<file path="config.mk">
export PLATFORM = sky130hd
export DESIGN_NAME = cnmix_top
export DESIGN_NICKNAME = d
export VERILOG_FILES = /design/src/rtl/cnmix_pkg.sv /design/src/rtl/cnmix_top.sv
export SDC_FILE = /design/constraint.sdc
export NUM_CORES = 2
export LEC_CHECK = 0
export BUFFER_PORTS_ARGS = -buffer_cell sky130_fd_sc_hd__buf_2
export CORE_MARGIN = 2
export CORE_UTILIZATION = 59
export CTS_CLUSTER_DIAMETER = 50
export DETAILED_ROUTE_END_ITERATION = 10
export PLACE_DENSITY = 0.75
export SETUP_SLACK_MARGIN = 0.2
export SLEW_MARGIN = 15
export SYNTH_ARGS = -nofsm -noshare
export SYNTH_HDL_FRONTEND = slang
export SYNTH_SLANG_ARGS = --single-unit
</file>
<file path="constraint.sdc">
create_clock -name clk -period 43.3 [get_ports clk]
set_clock_uncertainty 0.15 [all_clocks]
set_input_delay 4.33 -clock clk [delete_from_list [all_inputs] [get_ports clk]]
set_output_delay 4.33 -clock clk [all_outputs]
set_load 0.1 [all_outputs]
</file>
<file path="src/rtl/cnmix_pkg.sv">
//
// Contract
// - 32-bit accumulator, 10-bit offset adder, sine table
// - Increment is center plus offset, modulo 2^32
// - Offset-zero bit forces offset contribution zero
// - Accumulator advances only while enable low
// - Frequency word is two's complement
// - Phase offset adds to accumulator MSBs
// - Top 18 phase bits address 18-bit table
// - Sample times cosine gives I, sine Q
// - Products round symmetrically to 15 bits
// - Holding registers; word five/six writes transfer
// - Sync input transfers both when enabled
// - Clear bit zeroes feedback on transfer
// - Serial width 8/16/24/32 from two-bit field
// - Carrier serial data shifted in every clock edge
// - Resampler port runs on processing clock
// - One-cycle strobe precedes first data bit
// - Word left-aligned into 32-bit holding register
// - Countdown from strobe; next word right after
package cnmix_pkg;
   // ----------------------------------------
   // Register byte offsets
   // ----------------------------------------
   localparam logic [7:0] CNMIX_OFF_CFG0     = 8'h00;  // Mode bits, carrier width
   localparam logic [7:0] CNMIX_OFF_CFG1     = 8'h04;  // Sync update enable
   localparam logic [7:0] CNMIX_OFF_CFREQ    = 8'h0C;  // Center frequency holding
   localparam logic [7:0] CNMIX_OFF_PHOFF    = 8'h10;  // Phase offset holding
   localparam logic [7:0] CNMIX_OFF_XFRQ     = 8'h14;  // Frequency transfer strobe
   localparam logic [7:0] CNMIX_OFF_XPHS     = 8'h18;  // Phase transfer strobe
   localparam logic [7:0] CNMIX_OFF_CFG11    = 8'h2C;  // Resampler width
   localparam logic [7:0] CNMIX_OFF_ACTFREQ  = 8'h40;  // Active frequency, read only
   localparam logic [7:0] CNMIX_OFF_ACTPHS   = 8'h44;  // Active phase, read only
   localparam logic [7:0] CNMIX_OFF_COFHOLD  = 8'h48;  // Carrier serial word, read only
   localparam logic [7:0] CNMIX_OFF_SOFHOLD  = 8'h4C;  // Resampler serial word, read only
   localparam logic [7:0] CNMIX_OFF_ACC      = 8'h50;  // Phase accumulator, read only
   // ----------------------------------------
   // Field positions
   // ----------------------------------------
   localparam int CNMIX_B_ACCCLR   = 0;   // Cfg0 accumulator clear on transfer
   localparam int CNMIX_B_OFFZERO  = 1;   // Cfg0 offset frequency zero
   localparam int CNMIX_B_CWIDTH   = 4;   // Cfg0 carrier width field LSB
   localparam int CNMIX_B_SYNCUPD  = 20;  // Cfg1 sync update enable
   localparam int CNMIX_B_RWIDTH   = 3;   // Cfg11 resampler width field LSB
   // ----------------------------------------
   // Widths, counts and reset values
   // ----------------------------------------
   localparam int          CNMIX_PO_W     = 10;           // Phase offset width
   localparam int          CNMIX_ADDR_W   = 18;           // Table address width
   localparam logic [31:0] CNMIX_RST_WORD = 32'h0000_0000;
   localparam logic [16:0] CNMIX_AMP_MAX  = 17'h1_FFFF;   // Table peak magnitude
   localparam logic [17:0] CNMIX_HALF     = 18'h2_0000;   // Half cycle of phase
   localparam logic [31:0] CNMIX_RND_POS  = 32'h0000_8000;
   localparam logic [31:0] CNMIX_RND_NEG  = 32'h0000_7FFF;
endpackage : cnmix_pkg

</file>
<file path="src/rtl/cnmix_top.sv">
// Design decisions made here: the APB slave port and the placing of the registers.
`timescale 1ns/10ps
module cnmix_top (
   input  wire logic               clk,                          // Input clock
   input  wire logic               rst_n,                        // Async reset
   input  wire logic               psel,                         // APB select
   input  wire logic               penable,                      // APB enable
   input  wire logic               pwrite,                       // APB direction
   input  wire logic [7:0]         paddr,                        // APB byte address
   input  wire logic [31:0]        pwdata,                       // APB write data
   output logic      [31:0]        prdata,                       // APB read data
   output logic                    pready,                       // APB ready
   output logic                    pslverr,                      // APB error
   input  wire logic               input_sample_enable_n,        // Sample enable, low
   input  wire logic signed [13:0] mix_sample_in,                // Input sample
   input  wire logic               front_end_sync_in,            // External sync
   input  wire logic               carrier_offset_serial_data,   // Carrier serial bit
   input  wire logic               carrier_offset_word_strobe,   // Carrier word start
   input  wire logic               processing_clock_en,          // Processing rate pulse
   input  wire logic               resampler_offset_serial_data, // Resampler serial bit
   input  wire logic               resampler_offset_word_strobe, // Resampler word start
   output logic signed [14:0]      mix_i_out,                    // I product
   output logic signed [14:0]      mix_q_out,                    // Q product
   output logic                    mix_valid,                    // Product valid pulse
   output logic      [31:0]        resampler_offset_word         // Resampler held word
);
   // ----------------------------------------
   // State
   // ----------------------------------------
   typedef struct packed {
      logic [31:0]       acc;        // Phase accumulator
      logic [31:0]       freq_hold;  // Center frequency holding
      logic [31:0]       freq_act;   // Center frequency active
      logic [9:0]        po_hold;    // Phase offset holding
      logic [9:0]        po_act;     // Phase offset active
      logic [5:0]        cfg0;       // Mode bits and carrier width
      logic              sync_upd;   // Sync update enable
      logic [1:0]        rs_width;   // Resampler width code
      logic              sync_d;     // Sync delayed for edge
      logic [1:0][31:0]  sh;         // Serial shift registers
      logic [1:0][5:0]   cnt;        // Bits still to come
      logic [1:0]        busy;       // Word in progress
      logic [1:0][31:0]  hold;       // Serial holding registers
      logic [14:0]       mix_i;      // I output
      logic [14:0]       mix_q;      // Q output
      logic              mix_v;      // Output valid
      logic [31:0]       rdata;      // Read data
      logic              ready;      // Ready
      logic              err;        // Error
   } cnmix_state_s;

   cnmix_state_s st_reg;   // Registered state
   cnmix_state_s st_next;  // Next state

   // ----------------------------------------
   // Functions
   // ----------------------------------------
   // Parabolic half-wave sine, phase in full cycles of 2^18
   function automatic logic signed [17:0] cnmix_sine(input logic [17:0] ph);
      logic [16:0] h;
      logic [17:0] c;
      logic [34:0] p;
      logic [16:0] a;
      h = ph[16:0];
      c = cnmix_pkg::CNMIX_HALF - {1'b0, h};
      p = h * c;
      // Clamp the single peak point that reaches 2^17
      if (p[34:15] > {3'b000, cnmix_pkg::CNMIX_AMP_MAX}) begin
         a = cnmix_pkg::CNMIX_AMP_MAX;
      end else begin
         a = p[31:15];
      end
      cnmix_sine = ph[17] ? -$signed({1'b0, a}) : $signed({1'b0, a});
   endfunction : cnmix_sine

   // Symmetric rounding to 15 bits, halves away from zero
   function automatic logic [14:0] cnmix_round(input logic signed [31:0] p);
      logic [31:0] r;
      r = p[31] ? 32'(p + cnmix_pkg::CNMIX_RND_NEG) : 32'(p + cnmix_pkg::CNMIX_RND_POS);
      cnmix_round = r[30:16];
   endfunction : cnmix_round

   // Serial word length in bits from width code
   function automatic logic [5:0] cnmix_bits(input logic [1:0] w);
      // Widen before adding so code 11 gives 32, not a wrapped 0
      cnmix_bits = {1'b0, w, 3'b000} + 6'd8;
   endfunction : cnmix_bits

   // ----------------------------------------
   // Datapath decode
   // ----------------------------------------
   logic        apb_wr;     // Write access phase
   logic        xfer_frq;   // Frequency transfer event
   logic        xfer_phs;   // Phase transfer event
   logic        sync_rise;  // Sync rising edge
   logic [31:0] inc;        // Accumulator increment
   logic [17:0] addr;       // Table address

   always_comb begin
      apb_wr    = psel && penable && pwrite && st_reg.ready;
      sync_rise = front_end_sync_in && !st_reg.sync_d;
      // Processor write transfers, or sync transfers both
      xfer_frq  = (apb_wr && paddr == cnmix_pkg::CNMIX_OFF_XFRQ) || (sync_rise && st_reg.sync_upd);
      xfer_phs  = (apb_wr && paddr == cnmix_pkg::CNMIX_OFF_XPHS) || (sync_rise && st_reg.sync_upd);
      // Two's complement sum wraps naturally at 32 bits
      inc = st_reg.freq_act + (st_reg.cfg0[cnmix_pkg::CNMIX_B_OFFZERO] ? 32'h0000_0000 : st_reg.hold[0]);
      // Offset adds to top ten bits, wrapping at one cycle
      addr = {st_reg.acc[31:22] + st_reg.po_act, st_reg.acc[21:14]};
   end

   // ----------------------------------------
   // Next-state logic
   // ----------------------------------------
   always_comb begin
      logic        clr;
      logic [31:0] fb;
      logic        step;
      logic        sdat;
      logic        sstb;
      logic [1:0]  wcode;
      logic [31:0] shn;
      logic signed [17:0] cosv;
      logic signed [17:0] sinv;
      logic signed [31:0] pi;
      logic signed [31:0] pq;
      clr   = 1'b0;
      fb    = 32'h0000_0000;
      step  = 1'b0;
      sdat  = 1'b0;
      sstb  = 1'b0;
      wcode = 2'b00;
      shn   = 32'h0000_0000;
      cosv  = 18'sh0_0000;
      sinv  = 18'sh0_0000;
      pi    = 32'sh0000_0000;
      pq    = 32'sh0000_0000;
      st_next = st_reg;
      st_next.sync_d = front_end_sync_in;

      // Oscillator: clear feedback on transfer when enabled
      clr = (xfer_frq || xfer_phs) && st_reg.cfg0[cnmix_pkg::CNMIX_B_ACCCLR];
      fb  = clr ? 32'h0000_0000 : st_reg.acc;
      // Advance only on enabled samples
      st_next.acc = input_sample_enable_n ? fb : 32'(fb + inc);

      // Holding to active transfers
      if (xfer_frq) begin
         st_next.freq_act = st_reg.freq_hold;
      end
      if (xfer_phs) begin
         st_next.po_act = st_reg.po_hold;
      end

      // Mixer on enabled samples
      cosv = cnmix_sine(18'(addr + (cnmix_pkg::CNMIX_HALF >> 1)));
      sinv = cnmix_sine(addr);
      pi   = mix_sample_in * cosv;
      pq   = mix_sample_in * sinv;
      st_next.mix_v = !input_sample_enable_n;
      if (!input_sample_enable_n) begin
         st_next.mix_i = cnmix_round(pi);
         st_next.mix_q = cnmix_round(pq);
      end

      // Serial ports: 0 carrier every clock, 1 resampler on rate pulse
      for (int k = 0; k < 2; k++) begin
         step  = (k == 0) ? 1'b1 : processing_clock_en;
         sdat  = (k == 0) ? carrier_offset_serial_data : resampler_offset_serial_data;
         sstb  = (k == 0) ? carrier_offset_word_strobe : resampler_offset_word_strobe;
         wcode = (k == 0) ? st_reg.cfg0[cnmix_pkg::CNMIX_B_CWIDTH +: 2] : st_reg.rs_width;
         shn   = {st_reg.sh[k][30:0], sdat};
         if (step) begin
            if (sstb) begin
               // Strobe starts countdown; data follows next step
               st_next.cnt[k]  = cnmix_bits(wcode);
               st_next.busy[k] = 1'b1;
               st_next.sh[k]   = 32'h0000_0000;
            end else if (st_reg.busy[k]) begin
               // MSB first, one bit per step
               st_next.sh[k]  = shn;
               st_next.cnt[k] = st_reg.cnt[k] - 6'd1;
               if (st_reg.cnt[k] == 6'd1) begin
                  // Left-align; low bits cleared
                  st_next.hold[k] = shn << (6'd32 - cnmix_bits(wcode));
                  st_next.busy[k] = 1'b0;
               end
            end
         end
      end

      // APB: answer prepared in setup, ready every access
      st_next.ready = 1'b1;
      if (psel && !penable) begin
         st_next.err   = 1'b0;
         st_next.rdata = 32'h0000_0000;
         if (paddr == cnmix_pkg::CNMIX_OFF_CFG0) begin
            st_next.rdata = {26'h000_0000, st_reg.cfg0};
         end else if (paddr == cnmix_pkg::CNMIX_OFF_CFG1) begin
            st_next.rdata = 32'(st_reg.sync_upd) << cnmix_pkg::CNMIX_B_SYNCUPD;
         end else if (paddr == cnmix_pkg::CNMIX_OFF_CFREQ) begin
            st_next.rdata = st_reg.freq_hold;
         end else if (paddr == cnmix_pkg::CNMIX_OFF_PHOFF) begin
            st_next.rdata = {22'h00_0000, st_reg.po_hold};
         end else if (paddr == cnmix_pkg::CNMIX_OFF_XFRQ || paddr == cnmix_pkg::CNMIX_OFF_XPHS) begin
            st_next.rdata = 32'h0000_0000;
         end else if (paddr == cnmix_pkg::CNMIX_OFF_CFG11) begin
            st_next.rdata = 32'(st_reg.rs_width) << cnmix_pkg::CNMIX_B_RWIDTH;
         end else if (paddr == cnmix_pkg::CNMIX_OFF_ACTFREQ) begin
            st_next.rdata = st_reg.freq_act;
         end else if (paddr == cnmix_pkg::CNMIX_OFF_ACTPHS) begin
            st_next.rdata = {22'h00_0000, st_reg.po_act};
         end else if (paddr == cnmix_pkg::CNMIX_OFF_COFHOLD) begin
            st_next.rdata = st_reg.hold[0];
         end else if (paddr == cnmix_pkg::CNMIX_OFF_SOFHOLD) begin
            st_next.rdata = st_reg.hold[1];
         end else if (paddr == cnmix_pkg::CNMIX_OFF_ACC) begin
            st_next.rdata = st_reg.acc;
         end else begin
            // Unmapped: zero data, error
            st_next.err = 1'b1;
         end
      end

      // Register writes at the access edge
      if (apb_wr) begin
         if (paddr == cnmix_pkg::CNMIX_OFF_CFG0) begin
            st_next.cfg0 = pwdata[5:0];
         end else if (paddr == cnmix_pkg::CNMIX_OFF_CFG1) begin
            st_next.sync_upd = pwdata[cnmix_pkg::CNMIX_B_SYNCUPD];
         end else if (paddr == cnmix_pkg::CNMIX_OFF_CFREQ) begin
            st_next.freq_hold = pwdata;
         end else if (paddr == cnmix_pkg::CNMIX_OFF_PHOFF) begin
            st_next.po_hold = pwdata[cnmix_pkg::CNMIX_PO_W-1:0];
         end else if (paddr == cnmix_pkg::CNMIX_OFF_CFG11) begin
            st_next.rs_width = pwdata[cnmix_pkg::CNMIX_B_RWIDTH +: 2];
         end
      end
   end

   // ----------------------------------------
   // State register
   // ----------------------------------------
   always_ff @(posedge clk or negedge rst_n) begin
      if (!rst_n) begin
         st_reg <= '0;
      end else begin
         st_reg <= st_next;
      end
   end

   // ----------------------------------------
   // Outputs
   // ----------------------------------------
   always_comb begin
      prdata                = st_reg.rdata;
      pready                = st_reg.ready;
      pslverr               = st_reg.err;
      mix_i_out             = st_reg.mix_i;
      mix_q_out             = st_reg.mix_q;
      mix_valid             = st_reg.mix_v;
      resampler_offset_word = st_reg.hold[1];
   end
endmodule : cnmix_top

</file>
Word level (Yosys, flattened, before mapping)
Cells that the tools add are included.
{"block": "classes", "n_shift": 2, "n_reduce_logical": 27, "n_bitwise": 6, "addsub": 18, "eq_ne": 13, "n_mul": 4, "order_cmp": 2, "n_mux": 45}
{"cell": "32-bit 2-to-1 mux", "n": 14}
{"cell": "31-bit 2-to-1 mux", "n": 6}
{"cell": "17-bit by 18-bit multiplier with 35-bit output", "n": 2}
{"cell": "32-bit adder", "n": 2}
{"cell": "14-bit by 18-bit multiplier with 32-bit output", "n": 2}
{"cell": "32-bit by 6-bit << shifter with 32-bit output", "n": 2}
{"cell": "31-bit by 15-bit adder with 31-bit output (second input constant)", "n": 2}
{"cell": "31-bit by 16-bit adder with 31-bit output (second input constant)", "n": 2}
{"cell": "8-bit by 7-bit equality test with 1-bit output (second input constant)", "n": 5}
{"cell": "20-bit by 17-bit greater-than comparator with 1-bit output (second input constant)", "n": 2}
{"cell": "18-bit 2-to-1 mux", "n": 2}
{"cell": "17-bit negation with 18-bit output", "n": 2}
{"cell": "18-bit by 17-bit subtractor with 18-bit output (first input constant)", "n": 2}
{"cell": "17-bit 2-to-1 mux", "n": 2}
{"cell": "8-bit by 5-bit equality test with 1-bit output (second input constant)", "n": 3}
{"cell": "6-bit 2-to-1 mux", "n": 4}
{"cell": "18-bit by 17-bit adder with 18-bit output (second input constant)", "n": 1}
{"cell": "1-bit 2-to-1 mux", "n": 17}
{"cell": "5-bit by 4-bit adder with 6-bit output (second input constant)", "n": 2}
{"cell": "6-bit by 1-bit equality test with 1-bit output (second input constant)", "n": 2}
{"cell": "6-bit by 1-bit subtractor with 6-bit output (second input constant)", "n": 2}
{"cell": "6-bit subtractor (first input constant)", "n": 2}
{"cell": "10-bit adder", "n": 1}
{"cell": "1-bit logical AND", "n": 9}
{"cell": "other kinds (13)", "n": 27}
{"block": "totals", "inputBits": 66, "output_inout_bits": 97, "regBits": 331}

Depth between registers and ports, before layout
{"block": "logic_depth", "ltp_word": 12, "depth_mapped": 70, "mapped_depth_nobuf": 65}

Worst setup path after synthesis
Ideal clock, no wire load.
{"block": "synth_path", "path_kind": "register to register", "startpoint": "register st_reg[218] (netlist bit)", "endpoint": "register st_reg (netlist bit mix_i_out[14])", "t_required_ps": 43025, "setup_slack_ps": 26705, "arrival_ps": 16321, "path_buffers": 5, "path_stages_with_launch": 63, "setup_ps": 125, "path_cell_list": "dfrtp_1 > ha_1 > a21o_1 > a21oi_1 > o21ai_0 > a2111oi_0 > nor2_1 > xnor2_1 > inv_1 > nor3_1 > ha_1 > clkbuf_1 > nand2b_1 > fa_1 > fa_1 > inv_1 > fa_1 > fa_1 > [27 not listed] > fa_1 > fa_1 > inv_1 > fa_1 > inv_1 > ha_1 > clkbuf_1 > a21o_1 > a211oi_1 > o21bai_1 > nor4_1 > o21bai_1 > xnor2_1 > or4_1 > or3_1 > nor4_1 > xnor2_1 > mux2_2"}
{"block": "synth_between", "elab_chain_len": 11}
{"element": "start: declaration", "line_no": "cnmix_top.sv:52", "source": "cnmix_state_s st_reg;"}
{"element": "start signal: assignment", "line_no": "cnmix_top.sv:247", "source": "st_reg <= st_next;"}
{"element": "10-bit adder *", "line_no": "cnmix_top.sv:108", "source": "addr = {st_reg.acc[31:22] + st_reg.po_act, st_reg.acc[21:14]};"}
{"element": "18-bit by 17-bit adder with 18-bit output *", "line_no": "cnmix_top.sv:155", "source": "cosv = cnmix_sine(18'(addr + (cnmix_pkg::CNMIX_HALF >> 1)));"}
{"element": "18-bit by 17-bit subtractor with 18-bit output", "line_no": "cnmix_top.sv:65", "source": "c = cnmix_pkg::CNMIX_HALF - {1'b0, h};"}
{"element": "17-bit by 18-bit multiplier with 35-bit output", "line_no": "cnmix_top.sv:66", "source": "p = h * c;"}
{"element": "20-bit by 17-bit greater-than comparator with 1-bit output", "line_no": "cnmix_top.sv:68", "source": "if (p[34:15] > {3'b000, cnmix_pkg::CNMIX_AMP_MAX}) begin"}
{"element": "17-bit 2-to-1 mux", "line_no": "cnmix_top.sv:68"}
{"element": "17-bit negation with 18-bit output", "line_no": "cnmix_top.sv:73", "source": "cnmix_sine = ph[17] ? -$signed({1'b0, a}) : $signed({1'b0, a});"}
{"element": "18-bit 2-to-1 mux *", "line_no": "cnmix_top.sv:73"}
{"element": "14-bit by 18-bit multiplier with 32-bit output *", "line_no": "cnmix_top.sv:157", "source": "pi = mix_sample_in * cosv;"}
{"element": "31-bit by 16-bit adder with 31-bit output or 31-bit by 15-bit adder with 31-bit output (tied branches)", "line_no": "cnmix_top.sv:79", "source": "r = p[31] ? 32'(p + cnmix_pkg::CNMIX_RND_NEG) : 32'(p + cnmix_pkg::CNMIX_RND_POS);"}
{"element": "31-bit 2-to-1 mux *", "line_no": "cnmix_top.sv:79"}
Every way passes the cells marked *; elsewhere a longest branch is shown, timed or not.
A chain may end at the register's enable or synchronous reset.

Final worst setup path
{"block": "layout_path", "startpoint": "register st_reg[217] (netlist bit)", "endpoint": "register st_reg (netlist bit mix_i_out[14])"}
The elaborated chain is that of the path after synthesis.

==> flow_summary.yaml <==
run_status:
  outcome: "completed"
worst_setup_path:
  worst-path-stages: 63
  cp.buffers_inverters: 12
  crit_top_cell: "fa_1"
  reg2regPathDepth: 63
  worstPathArrival_ps: 20280
  path_delay_family: "adder cells"
  slowest_stage: "nor2_1"
  crit_type: "register to register"
  cp-start-kind: "register"
  required_ps: 43630
  endpoint_kind: "register"
  crit_fanout: 32
  max_stage_delay_ps: 990
global_routing:
  overflow: 0
  grt_pass1_vias: 43800
  antenna_found_initial: 3
  grt_max_degree: 127
  grt_pass1_wl_mm: 236
  track_usage_pct: 31.7
floorplanning:
  die_h_um: 307
  die_x_um: 307
  boundaryPins: 163
  core_area_sq_um: 91400
  rows: 111
  start_util_pct: 59.3
  dieArea_sq_um: 94300
cells_and_area:
  final_nets: 7162
  fin_area_sq_um: 57000
  final_util_pct: 62.4
  fill_cells: 7585
  multi_input_area_sq_um: 40300
  drive_gt1_share_pct: 9.14
  seq_area_sq_um: 8280
  largest_reg_flops: 226
  areaGrowthSynthToFinish_pct: 5.12
routing:
  ant_nets: 0
  post-route-drc-count: 0
  routed_wirelength_mm: 144
  drtIter0Drc: 3627
  routed_via_density: 5.85
  post_drt_wl_per_cell_um: 20.4
  vias: 41400
  drt_first_pass_iters: 10
synth:
  ys.flop_type: "dfrtp_1"
  yosysWarnings: 0
  synth.distinct_cells: 98
  synth_enable_flop_cells: 0
  synth-seq-area-share_pct: 15.3
  syn-mean-instance-area_sq_um: 9.16
  synth_area_sq_um: 54200
  syn_inst: 5918
  ys_async_sr_fraction_pct: 100
  synth_seq_cells: 331
sta:
  rsz0062_at_grt: "no"
  slew_viol_final: 0
  period_share_pct: 46.1
  setup_viol: 0
  finalSetupTns_ps: 0
  hold_viol: 0
  tightest_slew_ps: 1220
  max_slew_margin_pct: 18.7
  final.setup.worst_slack_ps: 23360
  fin_crit_ps: 19940
  fmax_mhz: 50.1
min_path:
  hold_depth: 2
  hold_path.class: "register to register"
cts:
  cts_setup_buffers: 0
  clock-sinks: 331
  clock_latency_ps: 630
  htreeDepth: 2
  ctsHoldBuffers: 0
  cts-root-buf: "clkbuf_16"
  cts_buffers: 42
  clockBufferDepth: 3
  cts_tree: "built"
  clk_pin_slew_ps: 60
  cts_resized: 0
placement:
  io_buffers: 162
  pre_cts_slack_ps: 23610
  gp_congestion: 1.05
  hpwl_mm: 112
  place_area_sq_um: 55400
run:
  maxCapViolations: 0
synth_stat cells (all sizes together), types with 25 or more instances:
cell    number  area (sq um)
nand2b     198          1250
nor2b       95           594
and2       331          2080
a22o        34           298
nor3        72           360
nor4        27           184
nand3       52           265
dfrtp      331          8280
xnor2      125          1100
a211oi      25           205
and3        28           175
a21oi      199           996
nor2       261           982
ha         385          4820
a21o        75           563
or3         32           205
buf        122           826
mux2i       49           490
fa         859         17200
o21ai      207          1040
nand2      510          1910
mux2       153          1720
xor2        66           578
inv       1081          4060
clkbuf     245           920
area by class of cell:
type / count / share of cell area (%)
antenna: 1 / 0.00439
clock buffer: 49 / 1.98
clock inverter: 29 / 0.733
inverter: 1081 / 7.12
multi-input combinational: 4172 / 70.8
sequential: 331 / 14.5
tap: 1186 / 2.60
timing repair buffer: 224 / 2.26
tightest hold or removal path, stage by stage (launching register included):
cell	delay (ps)
dfrtp_1	330
nand2_1	40
o21ai_0	60
cell families (layout without fill, tap and decap cells):
| group | after synthesis | after routing | synth area share [%] |
|---|---|---|---|
| simple gates | 1693 | 1693 | 16.0 |
| buf+inv | 1448 | 1383 | 10.7 |
| fa+ha+maj | 1244 | 1244 | 40.6 |
| compound gates | 791 | 791 | 9.60 |
| flops | 331 | 331 | 15.3 |
| mux | 218 | 218 | 4.75 |
| xor+xnor | 191 | 191 | 3.10 |
| other cells | 2 | 36 | 0.0139 |
worst paths after layout:
kind | start | endpoint | slack [ps]
min reg2reg | prdata[23]$_DFFE_PN0P_ | prdata[23]$_DFFE_PN0P_ | 320
max | st_reg[217]$_DFFE_PN0P_ | mix_i_out[14]$_DFFE_PN0N_ | 23360
max reg2reg | st_reg[217]$_DFFE_PN0P_ | mix_i_out[14]$_DFFE_PN0N_ | 23360
max in group asynchronous | rst_n | mix_i_out[14]$_DFFE_PN0N_ | 36840
min | prdata[23]$_DFFE_PN0P_ | prdata[23]$_DFFE_PN0P_ | 320
min in group asynchronous | rst_n | st_reg[132]$_DFFE_PN0P_ | 3590
layer usage:
| metal | GRT usage, % | vias up | wire, um |
|---|---|---|---|
| li1 | - | 18500 | - |
| met1 | 42.7 | 20800 | 59000 |
| met2 | 51.5 | 1756 | 67500 |
| met3 | 6.04 | 320 | 12700 |
| met4 | 11.2 | 2 | 5210 |
| met5 | 0 | - | 10 |
per-stage QoR:
stage	hold WS [ps]	std cells
floorplan	293	5951
global placement	306	6994
detailed placement	315	6994
CTS	329	7072
global route	350	7072
finish	325	7073
placed cells by master (no fill, tap or decap), types with 12 or more instances in the layout:
master,netlist,routed
nand2_1,510,510
dfrtp_1,331,330
nor2b_1,95,94
clkbuf_16,0,42
nor4_1,26,26
a22oi_1,21,21
nand4_1,23,23
and2_1,326,327
o211ai_1,15,15
buf_2,6,161
and3_1,28,28
or2_2,19,19
nand2b_1,197,196
o21a_1,14,14
o21bai_1,19,19
nand3_1,51,50
a221oi_1,19,19
o21ai_0,191,190
a31oi_1,22,21
inv_1,1080,1079
ha_1,385,385
fa_1,859,859
xor2_1,66,64
conb_1,2,35
nor3b_1,12,12
a21o_1,75,75
o22a_1,20,20
a311oi_1,19,19
xnor2_1,124,124
a211oi_1,23,22
nor3_1,72,71
mux2i_1,49,49
mux4_2,16,16
buf_4,94,62
a21oi_1,199,197
or3_1,31,31
o21ai_1,16,14
a22o_1,34,34
nor2_1,260,257
mux2_2,153,153
Power is left out: the tool's default activity adds up to more than one toggle a clock period on the data nets, which glitch-free logic cannot reach.
